--- src/inc/stream4_attr_pkg.sv ---
// Constants and types shared by the stream four attribute bank.
// Function
// (RULE_01) Hold 16-bit frame line total.
// (RULE_02) Polarity bit 1 selects vertical sync polarity.
// (RULE_03) Polarity bit 0 selects horizontal sync polarity.
// (RULE_04) Hold 15-bit horizontal sync width in clocks.
// (RULE_05) Hold 15-bit vertical sync width in lines.
// (RULE_06) Hold 16-bit active pixels per line.
// (RULE_07) Hold 16-bit active lines per frame.
// (RULE_08) Hold 16-bit clocks from hsync to active.
// (RULE_09) Hold 16-bit lines from vsync to active.
// (RULE_10) Attribute byte, bit 0 flags synchronous clocking.
// (RULE_11) Attribute byte bits 2:1 give component format.
// (RULE_12) Hold 16-bit line clock total.
// (RULE_13) Byte bits: range, colorimetry, depth per component.
// (RULE_14) Reads return last write, upper bits zero.
package stream4_attr_pkg;

    localparam int ADDR_W = 12;
    localparam int DATA_W = 32;
    localparam int BE_W = 4;
    localparam int FIELD_W = 16;
    localparam int REG_COUNT = 10;
    localparam int STATUS_W = 4;

    ////////////////////////////////////////////////////////////////////////
    typedef enum logic [3:0] {
        IDX_LINE_CLOCK_TOTAL = 4'h0,
        IDX_FRAME_LINE_TOTAL = 4'h1,
        IDX_SYNC_POLARITY = 4'h2,
        IDX_HSYNC_WIDTH = 4'h3,
        IDX_VSYNC_WIDTH = 4'h4,
        IDX_ACTIVE_PIXELS = 4'h5,
        IDX_ACTIVE_LINES = 4'h6,
        IDX_HSYNC_TO_ACTIVE = 4'h7,
        IDX_VSYNC_TO_ACTIVE = 4'h8,
        IDX_ATTRIBUTE_BYTE0 = 4'h9,
        IDX_NONE = 4'hf
    } reg_idx_t;

    typedef enum logic [0:0] {
        PORT_IDLE = 1'b0,
        PORT_ACK = 1'b1
    } port_state_t;

    typedef logic [ADDR_W-1:0] offset_arr_t [REG_COUNT];
    typedef logic [FIELD_W-1:0] mask_arr_t [REG_COUNT];

    localparam offset_arr_t REG_OFFSET = '{
        12'h5a0, 12'h5a4, 12'h5a8, 12'h5ac, 12'h5b0,
        12'h5b4, 12'h5b8, 12'h5bc, 12'h5c0, 12'h5c4
    };
    localparam mask_arr_t REG_MASK = '{
        16'hffff, 16'hffff, 16'h0003, 16'h7fff, 16'h7fff,
        16'hffff, 16'hffff, 16'hffff, 16'hffff, 16'h00ff
    };
    localparam logic [FIELD_W-1:0] REG_RESET = 16'h0000;
    localparam logic [ADDR_W-1:0] OFS_TIMING_STATUS = 12'h7f0;

    ////////////////////////////////////////////////////////////////////////
    localparam int POL_HSYNC_BIT = 0;
    localparam int POL_VSYNC_BIT = 1;
    localparam int SYNC_WIDTH_MSB = 14;
    localparam int B0_SYNC_CLOCK_BIT = 0;
    localparam int B0_FORMAT_LSB = 1;
    localparam int B0_FORMAT_MSB = 2;
    localparam int B0_RANGE_BIT = 3;
    localparam int B0_COLORIMETRY_BIT = 4;
    localparam int B0_DEPTH_LSB = 5;
    localparam int B0_DEPTH_MSB = 7;
    localparam int ST_H_FITS = 0;
    localparam int ST_V_FITS = 1;
    localparam int ST_HSYNC_FITS = 2;
    localparam int ST_VSYNC_FITS = 3;

    ////////////////////////////////////////////////////////////////////////
    typedef struct packed {
        logic wr;
        logic rd;
        logic [ADDR_W-1:0] addr;
        logic [DATA_W-1:0] data;
        logic [BE_W-1:0] be;
    } bus_access_t;

    typedef struct packed {
        logic [15:0] line_clock_total;
        logic [15:0] frame_line_total;
        logic vsync_polarity;
        logic hsync_polarity;
        logic [14:0] hsync_width;
        logic [14:0] vsync_width;
        logic [15:0] active_pixels;
        logic [15:0] active_lines;
        logic [15:0] hsync_to_active;
        logic [15:0] vsync_to_active;
    } stream_timing_t;

    typedef struct packed {
        logic [2:0] bit_depth;
        logic colorimetry;
        logic dynamic_range;
        logic [1:0] component_format;
        logic sync_clock;
    } attr_fields_t;

endpackage : stream4_attr_pkg

--- src/rtl/avalon_word_port.sv ---
// Avalon-MM slave front end that answers each request after one cycle.
`timescale 1ns/10ps
module avalon_word_port
    import stream4_attr_pkg::*;
(
    input wire logic clock,
    input wire logic rst,
    input wire logic [ADDR_W-1:0] address,
    input wire logic read,
    input wire logic write,
    input wire logic [DATA_W-1:0] writedata,
    input wire logic [BE_W-1:0] byteenable,
    input wire logic [DATA_W-1:0] read_word,
    output bus_access_t access,
    output logic [DATA_W-1:0] readdata,
    output logic waitrequest
);

    port_state_t state_reg;
    port_state_t state_next;
    wire logic take;

    // A request is taken once, on the edge that starts the answer cycle.
    assign take = (state_reg == PORT_IDLE) && (read || write);
    assign access.wr = (state_reg == PORT_IDLE) && write;
    assign access.rd = (state_reg == PORT_IDLE) && read;
    assign access.addr = address;
    assign access.data = writedata;
    assign access.be = byteenable;

    always_comb begin
        case (state_reg)
            PORT_IDLE: state_next = take ? PORT_ACK : PORT_IDLE;
            PORT_ACK: state_next = PORT_IDLE;
            default: state_next = PORT_IDLE;
        endcase
    end

    always_ff @(posedge clock or posedge rst) begin
        if (rst) begin
            state_reg <= PORT_IDLE;
            waitrequest <= 1'b1;
            readdata <= '0;
        end else begin
            state_reg <= state_next;
            waitrequest <= !take;
            if (access.rd) begin
                readdata <= read_word;
            end
        end
    end

endmodule : avalon_word_port

--- src/rtl/timing_check.sv ---
// Registered consistency flags over the programmed frame timing.
`timescale 1ns/10ps
module timing_check
    import stream4_attr_pkg::*;
(
    input wire logic clock,
    input wire logic rst,
    input stream_timing_t timing,
    output logic [STATUS_W-1:0] status
);

    wire logic [STATUS_W-1:0] status_next;

    // Offset plus span must not run past the total.
    function automatic logic fits(input logic [15:0] start,
                                  input logic [15:0] span,
                                  input logic [15:0] limit);
        logic [16:0] sum;
        sum = {1'b0, start} + {1'b0, span};
        return sum <= {1'b0, limit};
    endfunction : fits

    assign status_next[ST_H_FITS] = fits(timing.hsync_to_active,
        timing.active_pixels, timing.line_clock_total);
    assign status_next[ST_V_FITS] = fits(timing.vsync_to_active,
        timing.active_lines, timing.frame_line_total);
    assign status_next[ST_HSYNC_FITS] =
        {1'b0, timing.hsync_width} <= timing.hsync_to_active;
    assign status_next[ST_VSYNC_FITS] =
        {1'b0, timing.vsync_width} <= timing.vsync_to_active;

    always_ff @(posedge clock or posedge rst) begin
        if (rst) begin
            status <= '0;
        end else begin
            status <= status_next;
        end
    end

endmodule : timing_check

--- src/rtl/stream4_video_timing_attributes.sv ---
// Stream four video timing and attribute register bank on Avalon-MM.
`timescale 1ns/10ps
module stream4_video_timing_attributes
    import stream4_attr_pkg::*;
(
    input wire logic clock,
    input wire logic rst,
    input wire logic [ADDR_W-1:0] address,
    input wire logic read,
    input wire logic write,
    input wire logic [DATA_W-1:0] writedata,
    input wire logic [BE_W-1:0] byteenable,
    output logic [DATA_W-1:0] readdata,
    output logic waitrequest,
    output stream_timing_t timing,
    output attr_fields_t attr_fields,
    output logic [7:0] attr_byte0,
    output logic [STATUS_W-1:0] timing_status,
    output logic config_update
);

    ////////////////////////////////////////////////////////////////////////
    // Declarations.

    bus_access_t access;
    logic [DATA_W-1:0] read_word;
    logic [FIELD_W-1:0] store_reg [REG_COUNT];
    logic [FIELD_W-1:0] store_next [REG_COUNT];
    logic config_update_next;
    wire reg_idx_t hit_index;
    wire logic hit_status;
    wire logic hit_attr;
    wire logic write_take;
    wire logic [FIELD_W-1:0] store_word;
    wire logic [DATA_W-1:0] status_word;
    wire logic [DATA_W-1:0] attr_word;

    ////////////////////////////////////////////////////////////////////////
    // Helpers.

    // Maps a byte address onto a register index, or none.
    function automatic reg_idx_t index_of(input logic [ADDR_W-1:0] a);
        reg_idx_t r;
        r = IDX_NONE;
        for (int i = 0; i < REG_COUNT; i++) begin
            if (a == REG_OFFSET[i]) begin
                r = reg_idx_t'(i[3:0]);
            end
        end
        return r;
    endfunction : index_of

    // Replaces only the byte lanes that the master enables.
    function automatic logic [FIELD_W-1:0] merge_lanes(
        input logic [FIELD_W-1:0] old_value,
        input logic [FIELD_W-1:0] new_value,
        input logic [1:0] lanes);
        logic [FIELD_W-1:0] r;
        r = old_value;
        if (lanes[0]) begin
            r[7:0] = new_value[7:0];
        end
        if (lanes[1]) begin
            r[15:8] = new_value[15:8];
        end
        return r;
    endfunction : merge_lanes

    ////////////////////////////////////////////////////////////////////////
    // Bus front end.

    avalon_word_port port_inst (
        .clock(clock),
        .rst(rst),
        .address(address),
        .read(read),
        .write(write),
        .writedata(writedata),
        .byteenable(byteenable),
        .read_word(read_word),
        .access(access),
        .readdata(readdata),
        .waitrequest(waitrequest)
    );

    ////////////////////////////////////////////////////////////////////////
    // Address decode.

    assign hit_index = index_of(access.addr);
    assign hit_attr = (hit_index != IDX_NONE);
    assign hit_status = (access.addr == OFS_TIMING_STATUS);
    assign write_take = access.wr && hit_attr;

    ////////////////////////////////////////////////////////////////////////
    // Register storage.

    // Unused upper bits are masked off so they can never read back. [RULE_14]
    always_comb begin
        for (int i = 0; i < REG_COUNT; i++) begin
            store_next[i] = store_reg[i];
            if (write_take && hit_index == reg_idx_t'(i[3:0])) begin
                store_next[i] = merge_lanes(store_reg[i],
                    access.data[FIELD_W-1:0], access.be[1:0])
                    & REG_MASK[i]; // [RULE_14]
            end
        end
    end

    always_ff @(posedge clock or posedge rst) begin
        if (rst) begin
            for (int i = 0; i < REG_COUNT; i++) begin
                store_reg[i] <= REG_RESET;
            end
        end else begin
            for (int i = 0; i < REG_COUNT; i++) begin
                store_reg[i] <= store_next[i];
            end
        end
    end

    ////////////////////////////////////////////////////////////////////////
    // Read selection.

    assign store_word = hit_attr ? store_reg[hit_index] : REG_RESET;
    assign attr_word = {{(DATA_W-FIELD_W){1'b0}}, store_word}; // [RULE_14]
    assign status_word = {{(DATA_W-STATUS_W){1'b0}}, timing_status};

    // Unmapped addresses read as zero and ignore writes.
    assign read_word = hit_status ? status_word : attr_word;

    ////////////////////////////////////////////////////////////////////////
    // Timing view for the framing logic.

    // Horizontal line length in clocks. [RULE_12]
    assign timing.line_clock_total = store_reg[IDX_LINE_CLOCK_TOTAL];
    // Lines per frame including blanking. [RULE_01]
    assign timing.frame_line_total = store_reg[IDX_FRAME_LINE_TOTAL];
    assign timing.vsync_polarity =
        store_reg[IDX_SYNC_POLARITY][POL_VSYNC_BIT]; // [RULE_02]
    assign timing.hsync_polarity =
        store_reg[IDX_SYNC_POLARITY][POL_HSYNC_BIT]; // [RULE_03]
    assign timing.hsync_width =
        store_reg[IDX_HSYNC_WIDTH][SYNC_WIDTH_MSB:0]; // [RULE_04]
    assign timing.vsync_width =
        store_reg[IDX_VSYNC_WIDTH][SYNC_WIDTH_MSB:0]; // [RULE_05]
    assign timing.active_pixels = store_reg[IDX_ACTIVE_PIXELS]; // [RULE_06]
    assign timing.active_lines = store_reg[IDX_ACTIVE_LINES]; // [RULE_07]
    assign timing.hsync_to_active =
        store_reg[IDX_HSYNC_TO_ACTIVE]; // [RULE_08]
    assign timing.vsync_to_active =
        store_reg[IDX_VSYNC_TO_ACTIVE]; // [RULE_09]

    ////////////////////////////////////////////////////////////////////////
    // Attribute byte fields.

    assign attr_byte0 = store_reg[IDX_ATTRIBUTE_BYTE0][7:0]; // [RULE_10]
    assign attr_fields.sync_clock =
        store_reg[IDX_ATTRIBUTE_BYTE0][B0_SYNC_CLOCK_BIT]; // [RULE_10]
    assign attr_fields.component_format =
        store_reg[IDX_ATTRIBUTE_BYTE0][B0_FORMAT_MSB:B0_FORMAT_LSB]; // [RULE_11]
    assign attr_fields.dynamic_range =
        store_reg[IDX_ATTRIBUTE_BYTE0][B0_RANGE_BIT]; // [RULE_13]
    assign attr_fields.colorimetry =
        store_reg[IDX_ATTRIBUTE_BYTE0][B0_COLORIMETRY_BIT]; // [RULE_13]
    assign attr_fields.bit_depth =
        store_reg[IDX_ATTRIBUTE_BYTE0][B0_DEPTH_MSB:B0_DEPTH_LSB]; // [RULE_13]

    ////////////////////////////////////////////////////////////////////////
    // Consistency status and update notice.

    timing_check check_inst (
        .clock(clock),
        .rst(rst),
        .timing(timing),
        .status(timing_status)
    );

    // Tells the framing logic that a stored register has just been written, whether or not its value changed.
    assign config_update_next = write_take;

    always_ff @(posedge clock or posedge rst) begin
        if (rst) begin
            config_update <= 1'b0;
        end else begin
            config_update <= config_update_next;
        end
    end

endmodule : stream4_video_timing_attributes

--- config.mk ---
export PLATFORM = sky130hd
export DESIGN_NAME = stream4_video_timing_attributes
export DESIGN_NICKNAME = d
export VERILOG_FILES = /design/src/inc/stream4_attr_pkg.sv /design/src/rtl/avalon_word_port.sv /design/src/rtl/timing_check.sv /design/src/rtl/stream4_video_timing_attributes.sv
export SDC_FILE = /design/constraint.sdc
export NUM_CORES = 1
export LEC_CHECK = 0
export BUFFER_PORTS_ARGS = -buffer_cell sky130_fd_sc_hd__buf_2
export CORE_UTILIZATION = 40
export DETAILED_ROUTE_END_ITERATION = 7
export GPL_ROUTABILITY_DRIVEN = 0
export PLACE_DENSITY = 0.58
export REMOVE_ABC_BUFFERS = 1
export SETUP_SLACK_MARGIN = 0.02
export SYNTH_ARGS = -nofsm -noshare
export SYNTH_HDL_FRONTEND = slang
export SYNTH_HIERARCHICAL = 1
export SYNTH_SLANG_ARGS = --single-unit
--- constraint.sdc ---
create_clock -name clock -period 8.8 [get_ports clock]
set_input_delay 0.88 -clock clock [delete_from_list [all_inputs] [get_ports clock]]
set_output_delay 0.88 -clock clock [all_outputs]
set_load 0.005 [all_outputs]
==> results of run 1 <==
==> worst paths after layout <==
| kind | from | endpoint | depth (start not counted) |
|---|---|---|---|
| max | timing[0] | check_inst/status[1] | 15 |
| min | rst | check_inst/status[1] | 2 |
| max reg2reg | timing[0] | check_inst/status[1] | 15 |
| min reg2reg | port_inst/readdata[10] | port_inst/readdata[10] | 1 |
| max in group asynchronous | rst | timing[99] | 3 |
| min in group clock | port_inst/readdata[10] | port_inst/readdata[10] | 1 |
==> per-layer routing <==
| layer | wire [um] | GRT usage | part of all wire |
|---|---|---|---|
| met1 | 16510 | 0.3509 | 0.45 |
| met2 | 17670 | 0.4178 | 0.48 |
| met3 | 2114 | 0.03662 | 0.057 |
| met4 | 782 | 0.07311 | 0.021 |
| met5 | 0 | 0 | 0 |
==> power groups by stage <==
| stage | clock network (mW) | logic [mW] | registers (mW) |
|---|---|---|---|
| 2_1_floorplan | 0 | 0.0618 | 0.845 |
| 3_3_place_gp | 0 | 0.119 | 0.844 |
| 3_5_place_dp | 0 | 0.120 | 0.844 |
| 4_1_cts | 0.786 | 0.120 | 0.829 |
| 5_1_grt | 0.825 | 0.132 | 0.831 |
| 6_report | 0.774 | 0.120 | 0.829 |
==> critical path, cell delays in order, from the launching register on <==
cell       delay [ns]
dfrtp_1          0.48
ha_1             0.27
inv_1            0.07
fa_1             0.21
nor2b_1          0.08
o31ai_2          0.29
a21oi_1          0.22
o41ai_2          0.59
xnor2_1          0.18
ha_1             0.25
a21oi_1          0.12
o21ai_0          0.09
a21o_1           0.18
a2111oi_0        0.40
a21oi_1          0.12
a21oi_1          0.15
==> through the flow <==
stage | util | setup WS [ns]
2_1_floorplan | - | 4.252
5_1_grt | 0.4761 | 4.602
3_3_place_gp | 0.4548 | 4.742
6_report | 0.4761 | 5.010
4_1_cts | 0.4761 | 4.999
3_5_place_dp | 0.4548 | 4.761
==> layout by cell type (no fill, tap or decap), types with 16 or more instances in the layout <==
cell type and instances:
nor2_1 57, o21ai_0 30, inv_1 76, a21oi_1 52
xnor2_1 18, clkbuf_16 17, nand2_1 40, dfrtp_1 174
a21o_1 18, conb_1 16, buf_2 215, ha_1 94
nand4_1 16, mux2_2 133, mux2_4 37
==> layout make-up <==
class                           count  area share
Multi-Input combinational cell    751      0.4834
Sequential cell                   175      0.3276
Timing Repair Buffer              226     0.08664
Tap cell                          378     0.03537
Clock buffer                       18     0.03209
Inverter                           78     0.02227
Clock inverter                     14     0.01263
==> impl_metrics.env, run 1 <==
export IMPL_finalNetCount=1397
export IMPL_drv_slew=0
export IMPL_power_mw=1.723
export IMPL_setup_viol=0
export IMPL_clock_sinks=175
export IMPL_grt_pass1_vias=9196
export IMPL_setup_tns_ns=0
export IMPL_wl_um=37080
export IMPL_grt_max_degree=75
export IMPL_overflow=0
export IMPL_r2r_setup_slack_ns=5.01
export IMPL_dr_pass1_iters=6
export IMPL_clock_latency_ns=0.44
export IMPL_core_sq_mm=0.02809
export IMPL_largest_reg_flops=128
export IMPL_multi_input_area_sq_mm=0.006465
export IMPL_drc=0
export IMPL_p_comb_frac=0.070
export IMPL_htreeDepth=4
export IMPL_min_period_ns=3.790
export IMPL_numPortBuffers=215
export IMPL_antenna_found_initial=0
export IMPL_synthToLayoutAreaGrowth_pct=15.81
export IMPL_cts_resized=0
export IMPL_hp_class="in2async"
export IMPL_drtIter0Drc=681
export IMPL_instances_no_fill=1640
export IMPL_tightest_slew_ns=1.186
export IMPL_die_area_sq_mm=0.02955
export IMPL_swShare=0.2593
export IMPL_stdcell_area_sq_mm=0.01337
export IMPL_die_w_um=171.9
export IMPL_critical_path_class="reg2reg"
export IMPL_grt_pass1_wl_um=56000
export IMPL_clk_pin_slew_ns=0.07
export IMPL_irDropWorstVdd_mv=0.1179
export IMPL_post_cts_buffers=0
export IMPL_diodes=0
export IMPL_initial_core_util=0.4111
export IMPL_dpl_instance_area_sq_mm=0.01277
export IMPL_worstPathMaxFanout=5
export IMPL_clock_root_buffer="clkbuf_16"
export IMPL_cts_tree="yes"
export IMPL_max_freq_mhz=263.9
export IMPL_yosys_warnings=6
export IMPL_leakagePower_nw=6.977
export IMPL_ant_nets=0
export IMPL_drive_above_1_share=0.3621
export IMPL_p_sw_mw=0.4467
export IMPL_dp_cells=1608
export IMPL_finalHoldViolCount=0
export IMPL_max_cap_violations=0
export IMPL_arrival_ns=4.14
export IMPL_top_level_ports=234
export IMPL_dp_hpwl_um=28680
export IMPL_wl_per_cell_um=22.61
export IMPL_seq_area_sq_mm=0.004380
export IMPL_vias=9326
export IMPL_powerDensity_mw_per_mm2=128.8
export IMPL_p_int_mw=1.276
export IMPL_critPathRequiredTime_ns=9.15
export IMPL_ctsHoldBuffers=0
export IMPL_rsz0062_at_grt="no"
export IMPL_clockBufferDepth=2
export IMPL_outcome="completed"
export IMPL_finalHoldWorstSlack_ns=0.4259
export IMPL_die_y_um=171.9
export IMPL_p_seq_frac=0.481
export IMPL_syn_avg_cell_area_sq_um=10.96
export IMPL_fill_cells=2689
export IMPL_relSlewSlack=0.2061
export IMPL_endpoint_kind="flip-flop"
export IMPL_via_per_inst=5.687
export IMPL_synth_cells=1054
export IMPL_p_clk_frac=0.449
export IMPL_start_kind="flip-flop"
export IMPL_row_count=61
export IMPL_syn_area_sq_mm=0.01155
export IMPL_finalCritPeriodShare=0.4307
export IMPL_fin_worst_skew_ns=0.01321
export IMPL_grt_usage=0.2556
export IMPL_cts_buffers=17
Power figures use the tool's default switching activity.
==> run 2: changes to the inputs <==
--- a/config.mk
+++ b/config.mk
@@ -9,7 +9,7 @@
 export CORE_UTILIZATION = 40
 export DETAILED_ROUTE_END_ITERATION = 7
 export GPL_ROUTABILITY_DRIVEN = 0
-export PLACE_DENSITY = 0.58
+export PLACE_DENSITY = 0.6
 export REMOVE_ABC_BUFFERS = 1
 export SETUP_SLACK_MARGIN = 0.02
 export SYNTH_ARGS = -nofsm -noshare
==> constraint.sdc (replaced) <==
create_clock -name clock -period 3.3 [get_ports clock]
set_input_delay 0.33 -clock clock [delete_from_list [all_inputs] [get_ports clock]]
set_output_delay 0.33 -clock clock [all_outputs]
set_load 0.005 [all_outputs]
==> run 2 against run 1 <==
Critical path depth decreased by 1. First-iteration DRC count rose by 12%. Global-route usage grew 0.40 points. Highest routed layer unchanged. Worst setup slack lost 4.9 ns. Sequential share of layout area down 1.5 points.
==> impl_metrics.env, run 2 (synthesis results as in run 1) <==
export IMPL_max_cap_violations=0
export IMPL_numPortBuffers=215
export IMPL_wl_um=37830
export IMPL_overflow=0
export IMPL_p_comb_frac=0.072
export IMPL_hold_depth=3
export IMPL_die_area_sq_mm=0.02955
export IMPL_hp_class="in2reg"
export IMPL_pre_cts_slack_ns=-0.2027
export IMPL_power_mw=4.586
export IMPL_p_int_mw=3.365
export IMPL_r2r_end="check_inst/status[1]"
export IMPL_finalHoldViolCount=0
export IMPL_top_level_ports=234
export IMPL_largest_reg_flops=128
export IMPL_htreeDepth=4
export IMPL_worstPathMaxFanout=2
export IMPL_dp_hpwl_um=29700
export IMPL_drive_above_1_share=0.4075
export IMPL_powerDensity_mw_per_mm2=326.8
export IMPL_endpoint_kind="flip-flop"
export IMPL_arrival_ns=3.52
export IMPL_crit_path_max_incr_delay_ns=0.39
export IMPL_reg2reg_depth=14
export IMPL_critPathRequiredTime_ns=3.66
export IMPL_r2r_setup_slack_ns=0.14
export IMPL_swShare=0.2662
export IMPL_clockBufferDepth=2
export IMPL_initial_core_util=0.4111
export IMPL_drtIter0Drc=762
export IMPL_rsz0062_at_grt="yes"
export IMPL_synthToLayoutAreaGrowth_pct=21.54
export IMPL_die_y_um=171.9
export IMPL_p_seq_frac=0.482
export IMPL_relSlewSlack=0.2382
export IMPL_grt_pass1_vias=9411
export IMPL_clock_sinks=175
export IMPL_grt_pass1_wl_um=56630
export IMPL_cts_buffers=17
export IMPL_crit_top_cell="a21oi_1"
export IMPL_worst_hold_path_endpoint="port_inst/state_reg"
export IMPL_vias=9748
export IMPL_die_w_um=171.9
export IMPL_min_period_ns=3.163
export IMPL_clock_root_buffer="clkbuf_16"
export IMPL_wl_per_cell_um=22.08
export IMPL_critical_path_top_delay_family="compound AO/OA/AOI/OAI gates"
export IMPL_drc=0
export IMPL_final_common_cell="buf_2"
export IMPL_p_clk_frac=0.446
export IMPL_cts_tree="yes"
export IMPL_irDropWorstVdd_mv=0.2613
export IMPL_start_kind="flip-flop"
export IMPL_outcome="completed"
export IMPL_slowest_stage="dfrtp_1"
export IMPL_tightest_slew_ns=1.138
export IMPL_critical_path_class="reg2reg"
export IMPL_antenna_found_initial=1
export IMPL_leakagePower_nw=7.383
export IMPL_clock_latency_ns=0.44
export IMPL_max_freq_mhz=316.1
export IMPL_clk_pin_slew_ns=0.08
export IMPL_p_sw_mw=1.221
export IMPL_dpl_instance_area_sq_mm=0.01328
export IMPL_setup_viol=0
export IMPL_cp_num_buf_inv=2
export IMPL_fin_worst_skew_ns=0.01497
export IMPL_stdcell_area_sq_mm=0.01403
export IMPL_row_count=61
export IMPL_fill_cells=2662
export IMPL_worst_hold_startpoint="write"
export IMPL_drv_slew=0
export IMPL_grt_usage=0.2596
export IMPL_via_per_inst=5.691
export IMPL_grt_max_degree=80
export IMPL_final_cell_mix="215 x buf_2, 174 x dfrtp_1, 133 x mux2_2"
export IMPL_core_sq_mm=0.02809
export IMPL_path_cells="ha_2, buf_4, a211oi_2, o211ai_1, a221oi_1, buf_4, o21bai_1, a21oi_1, xnor2_1, ha_1, a21o_1, a2111oi_4, a21oi_1, a21oi_1"
export IMPL_ant_nets=0
export IMPL_finalCritPeriodShare=0.9586
export IMPL_dr_pass1_iters=5
export IMPL_finalNetCount=1470
export IMPL_r2r_start="timing[0]"
export IMPL_diodes=0
export IMPL_fin_ws_ns=0.1368
-- run 2: cell types whose count changed in the layout (fill, tap and decap cells not counted), moves of 2 or more --
cell	before	now
buf_4	11	82
a21oi_1	52	49
clkinv_8	2	5
o21ai_0	30	27
o21ai_1	0	3
a211oi_1	12	10
a211oi_2	0	2
a21oi_2	0	2
inv_6	3	5
inv_8	5	3
-- run 2: what timing repair did --
item,4_1_cts,5_1_grt
endpoints found under the hold margin,4,0
hold buffers,1,0
pin swaps,12,6
setup buffers,5,2
resized for setup,11,12
endpoints found under the setup margin,1,2
cloned,0,0
-- run 2: layout make-up --
| cell class | instances | area [sq um] | share of cell area |
|---|---|---|---|
| Clock inverter | 14 | 166.4 | 0.01186 |
| Inverter | 78 | 297.8 | 0.02122 |
| Sequential cell | 175 | 4380 | 0.3121 |
| Clock buffer | 18 | 439.2 | 0.03129 |
| Tap cell | 378 | 473.0 | 0.03370 |
| Timing Repair Buffer | 299 | 1722 | 0.1227 |
| Multi-Input combinational cell | 751 | 6556 | 0.4671 |
-- run 2: power groups by stage --
stage          Combinational [mW]  Clock (mW)  Sequential [mW]
2_1_floorplan               0.165           0             2.25
3_3_place_gp                0.326           0             2.25
3_5_place_dp                0.328           0             2.25
4_1_cts                     0.330        2.08             2.21
5_1_grt                     0.361        2.17             2.22
6_report                    0.330        2.05             2.21
-- run 2: how the worst max path moves through the flow --
stage	startpoint	endpoint	slack (ns)	cells past startpoint
2_1_floorplan	rst	attr_byte0[0]	-0.70	1
3_3_place_gp	timing[0]	check_inst/status[1]	-0.10	15
3_5_place_dp	timing[0]	check_inst/status[1]	-0.20	15
4_1_cts	timing[0]	check_inst/status[1]	0.03	16
5_1_grt	timing[32]	check_inst/status[1]	-0.03	16
6_report	timing[0]	check_inst/status[1]	0.14	14
-- run 2: layer usage --
| layer | vias to the layer above | routed length (um) | global-route usage |
|---|---|---|---|
| met1 | 4880 | 16480 | 0.3570 |
| met3 | 63 | 2462 | 0.03616 |
| met5 | - | 0 | 0 |
| met4 | 0 | 936 | 0.08311 |
| met2 | 396 | 17960 | 0.4204 |
| li1 | 4409 | - | - |
-- run 2: through the flow --
stage / TNS, ns / std cells / hold slack, ns / util
floorplan: -95.93 / 1004 / 0.09608 / -
global placement: -0.1017 / 1673 / 0.3290 / 0.4726
detailed placement: -0.2027 / 1673 / 0.3258 / 0.4726
CTS: 0 / 1711 / 0.1311 / 0.4973
global route: -0.02849 / 1713 / 0.1699 / 0.4997
finish: 0 / 1713 / 0.1410 / 0.4997
-- run 2: worst reg2reg max path: stages (launching register included) --
cell and delay, ns:
dfrtp_1 0.39, ha_2 0.19, buf_4 0.14, a211oi_2 0.27, o211ai_1 0.19, a221oi_1 0.32, buf_4 0.17, o21bai_1 0.06
a21oi_1 0.18, xnor2_1 0.14, ha_1 0.28, a21o_1 0.21, a2111oi_4 0.29, a21oi_1 0.11, a21oi_1 0.13
